===== src/fetch_fault_pkg.sv =====
// Constants, register map and state type for the instruction fetch fault unit.
// Assumes a 32-bit core with bits numbered 0 (msb) to 31 (lsb) in its state words.
package fetch_fault_pkg;
  // Register byte offsets on the bus
  localparam logic [7:0] OFS_RETURN = 8'h00;
  localparam logic [7:0] OFS_STATUS = 8'h04;
  localparam logic [7:0] OFS_MSTATE = 8'h08;
  localparam logic [7:0] OFS_EVENT = 8'h0c;
  localparam logic [7:0] OFS_MASK = 8'h10;

  // State word fields, as lsb index of the big-endian bit number
  localparam int unsigned POS_DOZE = 31 - 13;
  localparam int unsigned POS_HANDLER_ORDER = 31 - 15;
  localparam int unsigned POS_IRQ_ENABLE = 31 - 16;
  localparam int unsigned POS_USER = 31 - 17;
  localparam int unsigned POS_FLOAT = 31 - 18;
  localparam int unsigned POS_MCHECK = 31 - 19;
  localparam int unsigned POS_FEXC_A = 31 - 20;
  localparam int unsigned POS_STEP = 31 - 21;
  localparam int unsigned POS_BTRACE = 31 - 22;
  localparam int unsigned POS_FEXC_B = 31 - 23;
  localparam int unsigned POS_VEC_SEL = 31 - 25;
  localparam int unsigned POS_IRELOC = 31 - 26;
  localparam int unsigned POS_DRELOC = 31 - 27;
  localparam int unsigned POS_RECOVER = 31 - 30;
  localparam int unsigned POS_BYTE_ORDER = 31 - 31;

  // Saved status cause fields
  localparam int unsigned POS_CAUSE_MISS = 31 - 1;
  localparam int unsigned POS_CAUSE_STORAGE = 31 - 3;
  localparam int unsigned POS_CAUSE_PROT = 31 - 4;

  // Bits 16-23, 25-27, 30-31 copied; bits 10-15 fall outside and read zero
  localparam logic [31:0] COPY_MASK = 32'h0000_ff73;
  // Bits cleared on entry
  localparam logic [31:0] CLEAR_MASK = (32'h1 << POS_DOZE) | (32'h1 << POS_IRQ_ENABLE)
    | (32'h1 << POS_USER) | (32'h1 << POS_FLOAT) | (32'h1 << POS_FEXC_A)
    | (32'h1 << POS_STEP) | (32'h1 << POS_BTRACE) | (32'h1 << POS_FEXC_B)
    | (32'h1 << POS_IRELOC) | (32'h1 << POS_DRELOC) | (32'h1 << POS_RECOVER)
    | (32'h1 << POS_BYTE_ORDER);

  // Vector placement
  localparam logic [31:0] VEC_OFFSET = 32'h0000_0400;
  localparam logic [31:0] VEC_BASE_LOW = 32'h0000_0000;
  localparam logic [31:0] VEC_BASE_HIGH = 32'hfff0_0000;

  // Event bits: one per cause class
  localparam int unsigned EVT_W = 3;
  localparam int unsigned EVT_MISS = 0;
  localparam int unsigned EVT_STORAGE = 1;
  localparam int unsigned EVT_PROT = 2;

  // Reset values
  localparam logic [31:0] RST_WORD = 32'h0000_0000;
  localparam logic [EVT_W-1:0] RST_EVT = 3'h0;

  // Whole state of the unit
  typedef struct packed {
    logic [31:0] ret;
    logic [31:0] status;
    logic [31:0] mstate;
    logic [EVT_W-1:0] evt;
    logic [EVT_W-1:0] mask;
    logic [31:0] rdata;
    logic ack;
    logic redirect;
    logic [31:0] target;
    logic irq;
  } unit_state_t;
endpackage


===== src/fetch_fault_if.sv =====
// Bundle between the fault unit and its cause classifier.
// Assumes both ends sit in one clock domain; purely combinational signals.
`timescale 1ns/10ps
`default_nettype none
interface fetch_fault_if;
  logic xlate_miss;
  logic noexec_seg;
  logic guarded;
  logic prot_denied;
  logic direct_store;
  logic relocate_on;
  logic [2:0] cause;
  logic fault;

  modport classifier (
    input xlate_miss, noexec_seg, guarded, prot_denied, direct_store, relocate_on,
    output cause, fault
  );
  modport core (
    output xlate_miss, noexec_seg, guarded, prot_denied, direct_store, relocate_on,
    input cause, fault
  );
endinterface // fetch_fault_if
`default_nettype wire


===== src/fetch_fault_classifier.sv =====
// Cause classifier: turns raw fetch failure flags into one cause class.
// Assumes flags are valid in the same cycle as the fetch they describe.
`timescale 1ns/10ps
`default_nettype none
module fetch_fault_classifier (
  fetch_fault_if.classifier ff
);
  import fetch_fault_pkg::*;

  logic storage;

  // Segment class failures: guarded only counts with relocation on
  always_comb begin
    storage = ff.direct_store | ff.noexec_seg | (ff.guarded & ff.relocate_on);
  end

  // One class only: segment first, then missing translation, then protection
  always_comb begin
    ff.cause = 3'h0;
    ff.cause[EVT_STORAGE] = storage;
    ff.cause[EVT_MISS] = ff.xlate_miss & ~storage;
    ff.cause[EVT_PROT] = ff.prot_denied & ~storage & ~ff.xlate_miss;
    ff.fault = |ff.cause;
  end
endmodule // fetch_fault_classifier
`default_nettype wire


===== src/fetch_fault_unit.sv =====
// Instruction fetch fault unit: takes the fault, saves state, redirects the core.
// Assumes a classic Wishbone master and a fetch path that presents one result a cycle.
//
// Decided for this implementation: the Wishbone slave port and the address map.
`timescale 1ns/10ps
`default_nettype none
module fetch_fault_unit (
  input wire logic clk_sys,
  input wire logic rst_n,
  input wire logic wb_cyc_i,
  input wire logic wb_stb_i,
  input wire logic wb_we_i,
  input wire logic [7:0] wb_adr_i,
  input wire logic [3:0] wb_sel_i,
  input wire logic [31:0] wb_dat_i,
  output logic [31:0] wb_dat_o,
  output logic wb_ack_o,
  input wire logic fetch_valid,
  input wire logic [31:0] fetch_next_ea,
  input wire logic fetch_branch,
  input wire logic [31:0] fetch_branch_ea,
  input wire logic xlate_miss,
  input wire logic noexec_seg,
  input wire logic guarded,
  input wire logic prot_denied,
  input wire logic direct_store,
  input wire logic higher_prio_pending,
  output logic redirect_valid,
  output logic [31:0] redirect_addr,
  output logic [31:0] machine_state,
  output logic irq
);
  import fetch_fault_pkg::*;

  // Reset image of the whole unit state
  localparam unit_state_t RST_STATE = '{
    ret: RST_WORD,
    status: RST_WORD,
    mstate: RST_WORD,
    evt: RST_EVT,
    mask: RST_EVT,
    rdata: RST_WORD,
    ack: 1'b0,
    redirect: 1'b0,
    target: RST_WORD,
    irq: 1'b0
  };

  // The three fetch fault cause bits of the saved status word
  localparam logic [31:0] CAUSE_MASK = (32'h1 << POS_CAUSE_MISS) | (32'h1 << POS_CAUSE_STORAGE)
    | (32'h1 << POS_CAUSE_PROT);

  // State word bits that entry leaves as they were
  localparam logic [31:0] KEEP_MASK = (32'h1 << POS_MCHECK) | (32'h1 << POS_VEC_SEL)
    | (32'h1 << POS_HANDLER_ORDER);

  // Registered state and the value it takes at the next edge
  unit_state_t state_reg;
  unit_state_t state_next;

  // Bus request decode
  logic bus_req;
  logic bus_accept;
  logic bus_commit;
  logic bus_write;
  logic bus_read_evt;
  logic [31:0] lane_mask;
  logic [31:0] read_word;

  // Fault capture
  logic fault_take;
  logic [31:0] fault_return;
  logic [31:0] fault_status;
  logic [31:0] fault_mstate;
  logic [31:0] fault_target;
  logic [EVT_W-1:0] evt_set;
  logic [EVT_W-1:0] evt_clear;

  // Bundle to the cause classifier, which sits in this clock domain
  fetch_fault_if ffi ();

  // Raw failure flags and the relocation state go to the classifier
  assign ffi.xlate_miss = xlate_miss;
  assign ffi.noexec_seg = noexec_seg;
  assign ffi.guarded = guarded;
  assign ffi.prot_denied = prot_denied;
  assign ffi.direct_store = direct_store;
  assign ffi.relocate_on = state_reg.mstate[POS_IRELOC];

  // Picks one cause class: segment class, then missing translation, then protection
  fetch_fault_classifier classify (
    .ff(ffi)
  );

  // A request is accepted on its first edge and committed on the edge where ack stands
  assign bus_req = wb_cyc_i & wb_stb_i;
  assign bus_accept = bus_req & ~state_reg.ack;
  assign bus_commit = bus_req & state_reg.ack;
  assign bus_write = bus_commit & wb_we_i;
  assign bus_read_evt = bus_commit & ~wb_we_i & (wb_adr_i == OFS_EVENT);

  // Byte lanes of a write
  assign lane_mask = {{8{wb_sel_i[3]}}, {8{wb_sel_i[2]}}, {8{wb_sel_i[1]}}, {8{wb_sel_i[0]}}};

  // Read data, sampled on acceptance so it stands through the ack cycle
  always_comb begin
    read_word = 32'h0000_0000;
    case (wb_adr_i)
      OFS_RETURN: begin
        read_word = state_reg.ret;
      end
      OFS_STATUS: begin
        read_word = state_reg.status;
      end
      OFS_MSTATE: begin
        read_word = state_reg.mstate;
      end
      OFS_EVENT: begin
        read_word = {{(32 - EVT_W){1'b0}}, state_reg.evt};
      end
      OFS_MASK: begin
        read_word = {{(32 - EVT_W){1'b0}}, state_reg.mask};
      end
      default: begin
        read_word = 32'h0000_0000;
      end
    endcase
  end

  // Take only a valid failed fetch, with nothing higher waiting and no redirect in flight
  assign fault_take = fetch_valid & ffi.fault & ~higher_prio_pending
    & ~state_reg.redirect;

  // Return point: the branch target when the failing fetch was one, else the next address
  assign fault_return = fetch_branch ? fetch_branch_ea : fetch_next_ea;

  // Saved status: required state bits copied, bits 10-15 and the rest zero, one cause bit
  always_comb begin
    fault_status = state_reg.mstate & COPY_MASK;
    fault_status[POS_CAUSE_MISS] = ffi.cause[EVT_MISS];
    fault_status[POS_CAUSE_STORAGE] = ffi.cause[EVT_STORAGE];
    fault_status[POS_CAUSE_PROT] = ffi.cause[EVT_PROT];
  end

  // New state word: listed bits cleared, byte order taken from the handler order
  always_comb begin
    fault_mstate = state_reg.mstate & ~CLEAR_MASK;
    fault_mstate[POS_BYTE_ORDER] = state_reg.mstate[POS_HANDLER_ORDER];
  end

  // Vector base picked by the select bit, which entry keeps
  assign fault_target = VEC_OFFSET
    | (state_reg.mstate[POS_VEC_SEL] ? VEC_BASE_HIGH : VEC_BASE_LOW);

  // Events set by a taken fault; a read clears only the bits it reported
  assign evt_set = fault_take ? ffi.cause : {EVT_W{1'b0}};
  assign evt_clear = bus_read_evt ? state_reg.rdata[EVT_W-1:0] : {EVT_W{1'b0}};

  // Next state: bus handshake, register writes, then fault entry, which wins over a return, status or state write
  always_comb begin
    state_next = state_reg;
    state_next.ack = bus_accept;
    if (bus_accept && !wb_we_i) begin
      state_next.rdata = read_word;
    end
    if (bus_write) begin
      case (wb_adr_i)
        OFS_RETURN: begin
          state_next.ret = (state_reg.ret & ~lane_mask) | (wb_dat_i & lane_mask);
        end
        OFS_STATUS: begin
          state_next.status = (state_reg.status & ~lane_mask) | (wb_dat_i & lane_mask);
        end
        OFS_MSTATE: begin
          state_next.mstate = (state_reg.mstate & ~lane_mask) | (wb_dat_i & lane_mask);
        end
        OFS_MASK: begin
          if (wb_sel_i[0]) begin
            state_next.mask = wb_dat_i[EVT_W-1:0];
          end
        end
        default: begin
          state_next.mask = state_reg.mask;
        end
      endcase
    end
    // A fault in the same cycle as a return, status or state write replaces what the write put there
    if (fault_take) begin
      state_next.ret = fault_return;
      state_next.status = fault_status;
      state_next.mstate = fault_mstate;
      state_next.target = fault_target;
    end
    state_next.redirect = fault_take;
    // Set wins over a read clear in the same cycle
    state_next.evt = (state_reg.evt & ~evt_clear) | evt_set;
    state_next.irq = |(state_next.evt & state_next.mask);
  end

  // State register; reset loads constants only
  always_ff @(posedge clk_sys or negedge rst_n) begin
    if (!rst_n) begin
      state_reg <= RST_STATE;
    end else begin
      state_reg <= state_next;
    end
  end

  // Every output straight from the state register
  assign wb_dat_o = state_reg.rdata;
  assign wb_ack_o = state_reg.ack;
  assign redirect_valid = state_reg.redirect;
  assign redirect_addr = state_reg.target;
  assign machine_state = state_reg.mstate;
  assign irq = state_reg.irq;

  // Ack stands for exactly one cycle
  ack_single_cycle_a: assert property (
    @(posedge clk_sys) disable iff (!rst_n)
    wb_ack_o |=> !wb_ack_o
  ) else $error("Bus ack held for more than one cycle");

  // Ack only answers a request
  ack_needs_req_a: assert property (
    @(posedge clk_sys) disable iff (!rst_n)
    wb_ack_o |-> $past(wb_cyc_i && wb_stb_i)
  ) else $error("Bus ack without a request");

  // A new request is answered in the next cycle
  ack_answer_a: assert property (
    @(posedge clk_sys) disable iff (!rst_n)
    (wb_cyc_i && wb_stb_i && !wb_ack_o) |=> wb_ack_o
  ) else $error("Bus request not answered");

  // A pending higher exception blocks the fault
  redirect_blocked_a: assert property (
    @(posedge clk_sys) disable iff (!rst_n)
    higher_prio_pending |=> !redirect_valid
  ) else $error("Fault taken over a higher exception");

  // Only a presented fetch can fault
  redirect_needs_fetch_a: assert property (
    @(posedge clk_sys) disable iff (!rst_n)
    redirect_valid |-> $past(fetch_valid)
  ) else $error("Fault taken without a fetch");

  // Redirect is a one-cycle pulse
  redirect_single_a: assert property (
    @(posedge clk_sys) disable iff (!rst_n)
    redirect_valid |=> !redirect_valid
  ) else $error("Redirect held for more than one cycle");

  // Missing translation raises the fault
  miss_raises_a: assert property (
    @(posedge clk_sys) disable iff (!rst_n)
    (fetch_valid && xlate_miss && !higher_prio_pending && !redirect_valid) |=> redirect_valid
  ) else $error("Translation miss did not fault");

  // No-execute segment raises the fault
  noexec_raises_a: assert property (
    @(posedge clk_sys) disable iff (!rst_n)
    (fetch_valid && noexec_seg && !higher_prio_pending && !redirect_valid) |=> redirect_valid
  ) else $error("No-execute fetch did not fault");

  // Guarded fetch with relocation on raises the fault
  guarded_raises_a: assert property (
    @(posedge clk_sys) disable iff (!rst_n)
    (fetch_valid && guarded && machine_state[POS_IRELOC] && !higher_prio_pending
      && !redirect_valid) |=> redirect_valid
  ) else $error("Guarded fetch did not fault");

  // Protection refusal raises the fault
  prot_raises_a: assert property (
    @(posedge clk_sys) disable iff (!rst_n)
    (fetch_valid && prot_denied && !higher_prio_pending && !redirect_valid) |=> redirect_valid
  ) else $error("Protection refusal did not fault");

  // Direct-store segment raises the fault
  direct_raises_a: assert property (
    @(posedge clk_sys) disable iff (!rst_n)
    (fetch_valid && direct_store && !higher_prio_pending && !redirect_valid) |=> redirect_valid
  ) else $error("Direct-store fetch did not fault");

  // Return address is the branch target or the next address
  return_addr_a: assert property (
    @(posedge clk_sys) disable iff (!rst_n)
    redirect_valid |-> state_reg.ret == $past(fetch_branch ? fetch_branch_ea : fetch_next_ea)
  ) else $error("Wrong saved return address");

  // Miss cause bit only when no segment class failure
  miss_cause_a: assert property (
    @(posedge clk_sys) disable iff (!rst_n)
    redirect_valid |-> state_reg.status[POS_CAUSE_MISS] == $past(xlate_miss && !(direct_store
      || noexec_seg || (guarded && machine_state[POS_IRELOC])))
  ) else $error("Wrong miss cause bit");

  // Segment class cause bit
  storage_cause_a: assert property (
    @(posedge clk_sys) disable iff (!rst_n)
    redirect_valid |-> state_reg.status[POS_CAUSE_STORAGE] == $past(direct_store || noexec_seg
      || (guarded && machine_state[POS_IRELOC]))
  ) else $error("Wrong segment cause bit");

  // Protection cause bit when nothing else explains the fault
  prot_cause_a: assert property (
    @(posedge clk_sys) disable iff (!rst_n)
    redirect_valid |-> state_reg.status[POS_CAUSE_PROT] == $past(prot_denied && !xlate_miss
      && !(direct_store || noexec_seg || (guarded && machine_state[POS_IRELOC])))
  ) else $error("Wrong protection cause bit");

  // Exactly one cause bit per fault
  one_cause_a: assert property (
    @(posedge clk_sys) disable iff (!rst_n)
    redirect_valid |-> $onehot(state_reg.status & CAUSE_MASK)
  ) else $error("Cause bits not one-hot");

  // Required state bits copied into the saved status
  copy_bits_a: assert property (
    @(posedge clk_sys) disable iff (!rst_n)
    redirect_valid |-> (state_reg.status & COPY_MASK) == ($past(machine_state) & COPY_MASK)
  ) else $error("Saved status copy wrong");

  // Bits 10-15 and all uncopied bits other than the cause bits read zero
  clear_bits_a: assert property (
    @(posedge clk_sys) disable iff (!rst_n)
    redirect_valid |-> (state_reg.status & ~COPY_MASK & ~CAUSE_MASK) == 32'h0000_0000
  ) else $error("Saved status bits not cleared");

  // Listed state bits cleared on entry
  entry_clears_a: assert property (
    @(posedge clk_sys) disable iff (!rst_n)
    redirect_valid |-> (machine_state & CLEAR_MASK & ~(32'h1 << POS_BYTE_ORDER)) == 32'h0000_0000
  ) else $error("State bits not cleared on entry");

  // Check enable, vector select and handler order kept
  entry_keeps_a: assert property (
    @(posedge clk_sys) disable iff (!rst_n)
    redirect_valid |-> (machine_state & KEEP_MASK) == ($past(machine_state) & KEEP_MASK)
  ) else $error("Kept state bits changed on entry");

  // Byte order follows the handler order
  byte_order_a: assert property (
    @(posedge clk_sys) disable iff (!rst_n)
    redirect_valid |-> machine_state[POS_BYTE_ORDER] == $past(machine_state[POS_HANDLER_ORDER])
  ) else $error("Byte order not taken from handler order");

  // Redirect lands on the fault vector
  vector_target_a: assert property (
    @(posedge clk_sys) disable iff (!rst_n)
    redirect_valid |-> redirect_addr == (VEC_OFFSET
      | (machine_state[POS_VEC_SEL] ? VEC_BASE_HIGH : VEC_BASE_LOW))
  ) else $error("Wrong fault vector");
endmodule // fetch_fault_unit
`default_nettype wire


===== config.mk =====
export PLATFORM = sky130hd
export DESIGN_NAME = fetch_fault_unit
export DESIGN_NICKNAME = d
export VERILOG_FILES = /design/src/fetch_fault_pkg.sv /design/src/fetch_fault_if.sv /design/src/fetch_fault_classifier.sv /design/src/fetch_fault_unit.sv
export SDC_FILE = /design/constraint.sdc
export NUM_CORES = 1
export LEC_CHECK = 0
export ABC_CLOCK_PERIOD_IN_PS = 1800
export BUFFER_PORTS_ARGS = -buffer_cell sky130_fd_sc_hd__buf_2
export CAP_MARGIN = 20
export CORE_AREA = 2 2 129 131
export DETAILED_ROUTE_END_ITERATION = 10
export DIE_AREA = 0 0 131 133
export GPL_TIMING_DRIVEN = 0
export PLACE_DENSITY = 0.78
export SLEW_MARGIN = 20
export SYNTH_ARGS = -nofsm -noshare
export SYNTH_HDL_FRONTEND = slang
export SYNTH_SLANG_ARGS = --single-unit

===== constraint.sdc =====
create_clock -name clk_sys -period 1.8 [get_ports clk_sys]
set_input_delay 0.18 -clock clk_sys [delete_from_list [all_inputs] [get_ports clk_sys]]
set_output_delay 0.18 -clock clk_sys [all_outputs]
set_load 0.03 [all_outputs]

==> results of run 1 <==
==> where the power goes <==
| group | total (W) | switching (W) | internal, W |
|---|---|---|---|
| logic | 0.00136 | 0.000773 | 0.000592 |
| registers | 0.00346 | 0.000128 | 0.00333 |
| clock network | 0.00356 | 0.00138 | 0.00218 |
| total | 0.00839 | 0.00228 | 0.00610 |
==> worst reg2reg max path: stages, from the launching register on <==
cell       delay (ps)
dfrtp_2           430
a211o_1           320
o31ai_4           240
buf_6             170
buf_6             120
inv_8              60
clkbuf_16         170
clkbuf_16         160
a22oi_2           180
==> logic make-up after synthesis <==
kind of cell           count (synthesis)
AOI/OAI and AO/OA                    184
and+or+nand+nor                      239
DFF                                  139
buffers and inverters                152
other                                  1
muxes                                 89
==> routing by layer <==
layer  wire, um  vias up
li1           -     3242
met1       9886     3412
met2      11770      419
met3       2292       62
met4        622        0
met5          0        -
==> how the worst min path moves through the flow <==
stage / end / from / depth (start not counted) / slack (ps)
global placement: wb_ack_o$_DFF_PN0_ / wb_stb_i / 3 / 430
CTS: state_reg[107]$_DFFE_PN0P_ / wb_dat_i[2] / 3 / 3
detailed placement: wb_dat_o[27]$_DFFE_PN0P_ / rst_n / 1 / 180
finish: flop / wb_dat_i[12] / 2 / 20
floorplan: asynchronous set/reset pin / rst_n / 0 / -120
global route: flop / wb_dat_i[12] / 2 / 20
==> cell type report <==
cell class	count	area share [%]
Clock inverter	10	1.063
Clock buffer	22	4.521
Sequential cell	139	32.50
Timing Repair Buffer	226	12.87
Buffer	144	10.90
Tap cell	220	2.570
Multi-Input combinational cell	532	35.18
Timing Repair inverter	1	0.07009
Inverter	6	0.2803
Antenna cell	2	0.04672
==> through the flow <==
stage          power [W]  hold slack [ps]  cell area [um^2]  TNS (ps)  setup WS [ps]
2_1_floorplan   0.004141           -115.6              7710     -6725         -253.2
3_3_place_gp    0.004542            425.1              8961   -253190          -1647
5_1_grt         0.008671            15.85             10710     -6402         -155.3
4_1_cts         0.008287            3.399             10340     -2572         -76.55
3_5_place_dp    0.004584            180.5              8999    -60940         -665.0
6_report        0.008388            16.86             10710     -3713         -122.3
==> cells in the mapped netlist, types with 3 or more instances <==
master	count
clkbuf_1	36
nand2_1	144
and2_1	3
buf_1	5
inv_1	5
buf_4	96
a22oi_1	35
o21ai_0	36
buf_2	8
nor2_1	46
mux2_2	22
a21oi_1	58
mux4_2	3
a31oi_1	46
nand3_1	21
dfrtp_1	139
mux2i_1	64
==> what timing repair did <==
item,CTS,global route
pin swaps,17,9
setup endpoints to repair,124,109
endpoints found under the hold margin,73,0
gates resized for setup,98,64
buffers inserted,14,3
gates cloned,7,3
hold buffers,5,0
==> flow_summary.yaml, run 1 <==
outcome:
  status: "finished, violations left"
  violations: "setup timing"
worst_setup_path:
  crit_arrival_ps: 2270
  worstSetupStartpoint: "machine_state[5]$_DFFE_PN0P_"
  reg2reg_slack_ps: -120
  crit_chain: "a211o_1 -> o31ai_4 -> buf_6 -> buf_6 -> inv_8 -> clkbuf_16 -> clkbuf_16 -> a22oi_2"
  crit_path_end: "state_reg[162]$_DFFE_PN0P_"
  end_kind: "flop"
  ff2ff_path_depth: 8
  r2r_start: "machine_state[5]$_DFFE_PN0P_"
  worst_path_largest_cell_delay_ps: 430
  crit_family: "compound AO/OA/AOI/OAI gates"
  path_max_fanout: 8
  path_buf_inv: 5
  timing.rr.end: "state_reg[162]$_DFFE_PN0P_"
  required_ps: 2150
  path_class: "flop to flop"
  worstSetupStartpointType: "flop"
  slowest_stage: "dfrtp_2"
  critical_path_depth: 8
floorplan:
  start_util_pct: 46.75
  pin_count: 220
  rows: 47
  fp.coreArea_mm2: 0.01617
  dieWidth_um: 131
  fp.dieArea_mm2: 0.01742
  die_y_um: 133
synth:
  synthFlopType: "dfrtp_1"
  synth_area_leaders: "dfrtp_1 (46%), buf_4 (9.5%), mux2i_1 (8.5%)"
  synth_seq_cells: 139
  synth_edf_count: 0
  ys_seq_area_share_pct: 46.01
  synth_simple_gate_area_share_pct: 14.20
  async_flop_share_pct: 100.0
  synthMuxAreaShare_pct: 12.64
  synth_area_leader_cell: "dfrtp_1"
  yosysUniqueCellTypes: 45
  synth_compound_area_share_pct: 14.55
  synth_top_family_by_area: "compound AO/OA/AOI/OAI gates"
  syn_inst: 804
  synth_top_area_share_pct: 46.01
  syn_area_mm2: 0.007560
  synth-xor-area-share_pct: 0
  yosys_warnings: 0
  syn_area_per_cell_um2: 9.403
  synthAdderAreaFrac_pct: 0
timing:
  fin_crit_ps: 1922
  rsz0062_at_grt: "yes"
  max-slew-margin-rel_pct: 38.95
  skew_ps: 7.911
  fmax_mhz: 520.2
  fin_ws_ps: -122.3
  hold_violations: 0
  tightest_slew_ps: 915.8
  setup_viol: 64
  layout_worst_path_cycle_share_pct: 106.8
  drv_slew: 0
power_and_ir_drop:
  power_leakage_nw: 5.361
  peakVddDrop_mv: 0.6571
  powerDensity_mw_per_mm2: 783.1
drt:
  vias: 7135
  ant_nets: 0
  wl_um: 24570
  detail_route.first_pass.iterations: 5
  via_per_inst: 5.480
  drc_errors: 0
  post_drt_wl_per_cell_um: 18.87
  first_iter_violations: 640
global_routing:
  grt_usage_pct: 27.83
  use_met3_pct: 7.966
  grt_busiest_layer: "met2"
  grt_max_degree: 72
  grt-ovfl-total: 0
  use_met2_pct: 43.35
  antenna_found_initial: 3
  grt_first_pass_wirelength_um: 36960
  grt_pass1_vias: 7059
  met1_usage_pct: 36.09
cells_and_area:
  regArea_mm2: 0.003481
  layout-drive-gt1-share_pct: 45.74
  multi_input_area_mm2: 0.003769
  final_util_pct: 66.24
  final_common_cell: "buf_2"
  syn_to_final_growth_pct: 41.69
  fillers: 1223
  nNetsFinal: 1188
  mostFrequentLayoutCells: "buf_2 (197), dfrtp_1 (137), nand2_1 (136), buf_4 (113), mux2i_1 (64)"
  fin_cells: 1302
hold_path:
  hold_class: "primary input to flop"
clocking:
  cts.clk_slew.worst_paths_ps: 60
  numCtsBuffers: 17
  cts_num_sinks: 139
  clockBufferDepth: 2
  clock_latency_ps: 430
  h-tree-depth: 4
  cts-root-buf: "clkbuf_16"
  cts_tree: "done"
place:
  place.gp.congestion: 0.9305
  placedCellCount: 1238
  portBuffers: 195
  dp_hpwl_um: 15720
run:
  cap_violations: 0
No activity file was read; power rests on OpenSTA's default activity.
==> run 2: changes to the inputs <==
- SETUP_SLACK_MARGIN: unset -> 0.3
==> flow_summary.yaml, run 2 (synthesis results as in run 1) <==
floorplan:
  die_y_um: 133
  dieWidth_um: 131
  pin_count: 220
  rows: 47
  fp.dieArea_mm2: 0.01742
  start_util_pct: 46.75
  fp.coreArea_mm2: 0.01617
power_and_ir_drop:
  comb_power_share_pct: 16.9
  netSwitchingPower_w: 0.002158
  p_total_w: 0.007920
  p_int_w: 0.005762
  clkPwrFrac_pct: 39.4
  power_leakage_nw: 5.441
  seqPwrFrac_pct: 43.7
  powerDensity_mw_per_mm2: 734.8
  peakVddDrop_mv: 0.6725
  p_sw_share_pct: 27.25
worst_setup_path:
  path_class: "flop to flop"
  slowest_stage: "dfrtp_2"
  r2r_start: "machine_state[5]$_DFFE_PN0P_"
  end_kind: "flop"
  critical_path_depth: 6
  worstSetupStartpointType: "flop"
  required_ps: 2110
  crit_family: "compound AO/OA/AOI/OAI gates"
  crit_chain: "a211o_4 -> o31ai_4 -> buf_6 -> buf_4 -> nand3_4 -> mux2_2"
  worst_path_largest_cell_delay_ps: 440
  ff2ff_path_depth: 6
  path_buf_inv: 2
  crit_arrival_ps: 2190
  path_max_fanout: 4
  reg2reg_slack_ps: -80
clocking:
  cts_num_sinks: 139
  cts_tree: "done"
  cts.clk_slew.worst_paths_ps: 60
  numCtsBuffers: 17
  h-tree-depth: 4
  clockBufferDepth: 2
  clock_latency_ps: 420
  cts-root-buf: "clkbuf_16"
place:
  dpl_cell_area_mm2: 0.009106
  placedCellCount: 1238
  dp_hpwl_um: 16200
  place.gp.congestion: 0.8595
  portBuffers: 195
global_routing:
  grt-ovfl-total: 0
  grt_pass1_vias: 6924
  antenna_found_initial: 1
  grt_usage_pct: 26.62
  grt_max_degree: 72
  grt_first_pass_wirelength_um: 35440
cells_and_area:
  final_common_cell: "buf_2"
  fin_area_mm2: 0.01078
  layout-drive-gt1-share_pct: 49.31
  nNetsFinal: 1195
  fillers: 1250
  fin_cells: 1304
  syn_to_final_growth_pct: 42.57
  mostFrequentLayoutCells: "buf_2 (195), dfrtp_1 (136), nand2_1 (133), buf_4 (115), mux2i_1 (64)"
drt:
  via_per_inst: 5.456
  ant_nets: 0
  first_iter_violations: 710
  post_drt_wl_per_cell_um: 18.59
  wl_um: 24240
  vias: 7114
  drc_errors: 0
  detail_route.first_pass.iterations: 5
run:
  cap_violations: 0
timing:
  rsz0062_at_grt: "yes"
  tightest_slew_ps: 928.7
  max-slew-margin-rel_pct: 38.09
  fin_crit_ps: 1880
  fmax_mhz: 532.0
  fin_ws_ps: -79.83
  skew_ps: 6.483
  whs_ps: 10.31
  hold_violations: 0
  drv_slew: 0
  setup_tns_ps: -1432
  setup_viol: 37
  layout_worst_path_cycle_share_pct: 104.4
hold_path:
  min_from: "wb_dat_i[7]"
  min_path_cells: 3
  hold_class: "primary input to flop"
  hold_end: "state_reg[112]$_DFFE_PN0P_"
outcome:
  status: "finished, violations left"
  violations: "setup timing"
run 2: cell types whose count changed in the layout (fill, tap and decap cells not counted), sizes merged:
cell / delta
buf: +24
clkbuf: -10
clkinvlp: -4
dlygate4sd3: -4
bufinv: -2
diode: -1
inv: -1
run 2: worst register-to-register path, cell delays in order, from the launching register on:
cell and delay (ps):
dfrtp_2 440, a211o_4 380, o31ai_4 180, buf_6 160
buf_4 170, nand3_4 120, mux2_2 310
run 2: timing repair:
| action | CTS | global route |
|---|---|---|
| hold buffers | 1 | 0 |
| endpoints found under the hold margin | 68 | 0 |
| pin swaps | 10 | 12 |
| setup buffers | 19 | 10 |
| setup endpoints to repair | 148 | 136 |
| cloned | 0 | 7 |
| gates resized for setup | 68 | 131 |
run 2: through the flow:
stage / util (%) / worst slack, ps
3_3_place_gp: 56.08 / -1649
6_report: 66.65 / -79.83
5_1_grt: 66.65 / -138.6
2_1_floorplan: - / -252.6
4_1_cts: 62.13 / -58.76
3_5_place_dp: 56.31 / -667.3
run 2: worst max-delay path by stage:
| stage | end | slack [ps] | from |
|---|---|---|---|
| 6_report | flop | -80 | machine_state[5]$_DFFE_PN0P_ |
| 5_1_grt | flop | -140 | machine_state[5]$_DFFE_PN0P_ |
| 4_1_cts | flop | -60 | machine_state[5]$_DFFE_PN0P_ |
| 3_5_place_dp | flop | -670 | wb_adr_i[6] |
| 3_3_place_gp | wb_ack_o$_DFF_PN0_ | -1650 | rst_n |
| 2_1_floorplan | flop | -250 | wb_ack_o$_DFF_PN0_ |
run 2: cell type report:
cell class,count,area (um^2),area share (%)
diodes,1,2.502,0.02322
plain buffers,146,1227,11.39
clock buffers,25,495.5,4.597
clock inverters,3,15.01,0.1393
inverters,6,25.02,0.2322
multi-input cells,532,3869,35.90
flip-flops and latches,139,3482,32.31
well taps,220,275.3,2.554
repair buffers,231,1379,12.79
repair inverters,1,7.507,0.06965
run 2: layer usage:
metal / wire [um] / up-vias / GRT usage (%)
li1: - / 3247 / -
met1: 9852 / 3435 / 34.53
met2: 11900 / 380 / 43.24
met3: 1804 / 52 / 5.661
met4: 684 / 0 / 10.76
met5: 0 / - / 0
run 2: power by group through the flow:
stage | Clock, W | Combinational, W | Sequential (W)
3_3_place_gp | 0 | 0.00107 | 0.00349
6_report | 0.00312 | 0.00133 | 0.00346
3_5_place_dp | 0 | 0.00110 | 0.00350
4_1_cts | 0.00312 | 0.00118 | 0.00345
5_1_grt | 0.00326 | 0.00144 | 0.00348
2_1_floorplan | 0 | 0.000689 | 0.00347
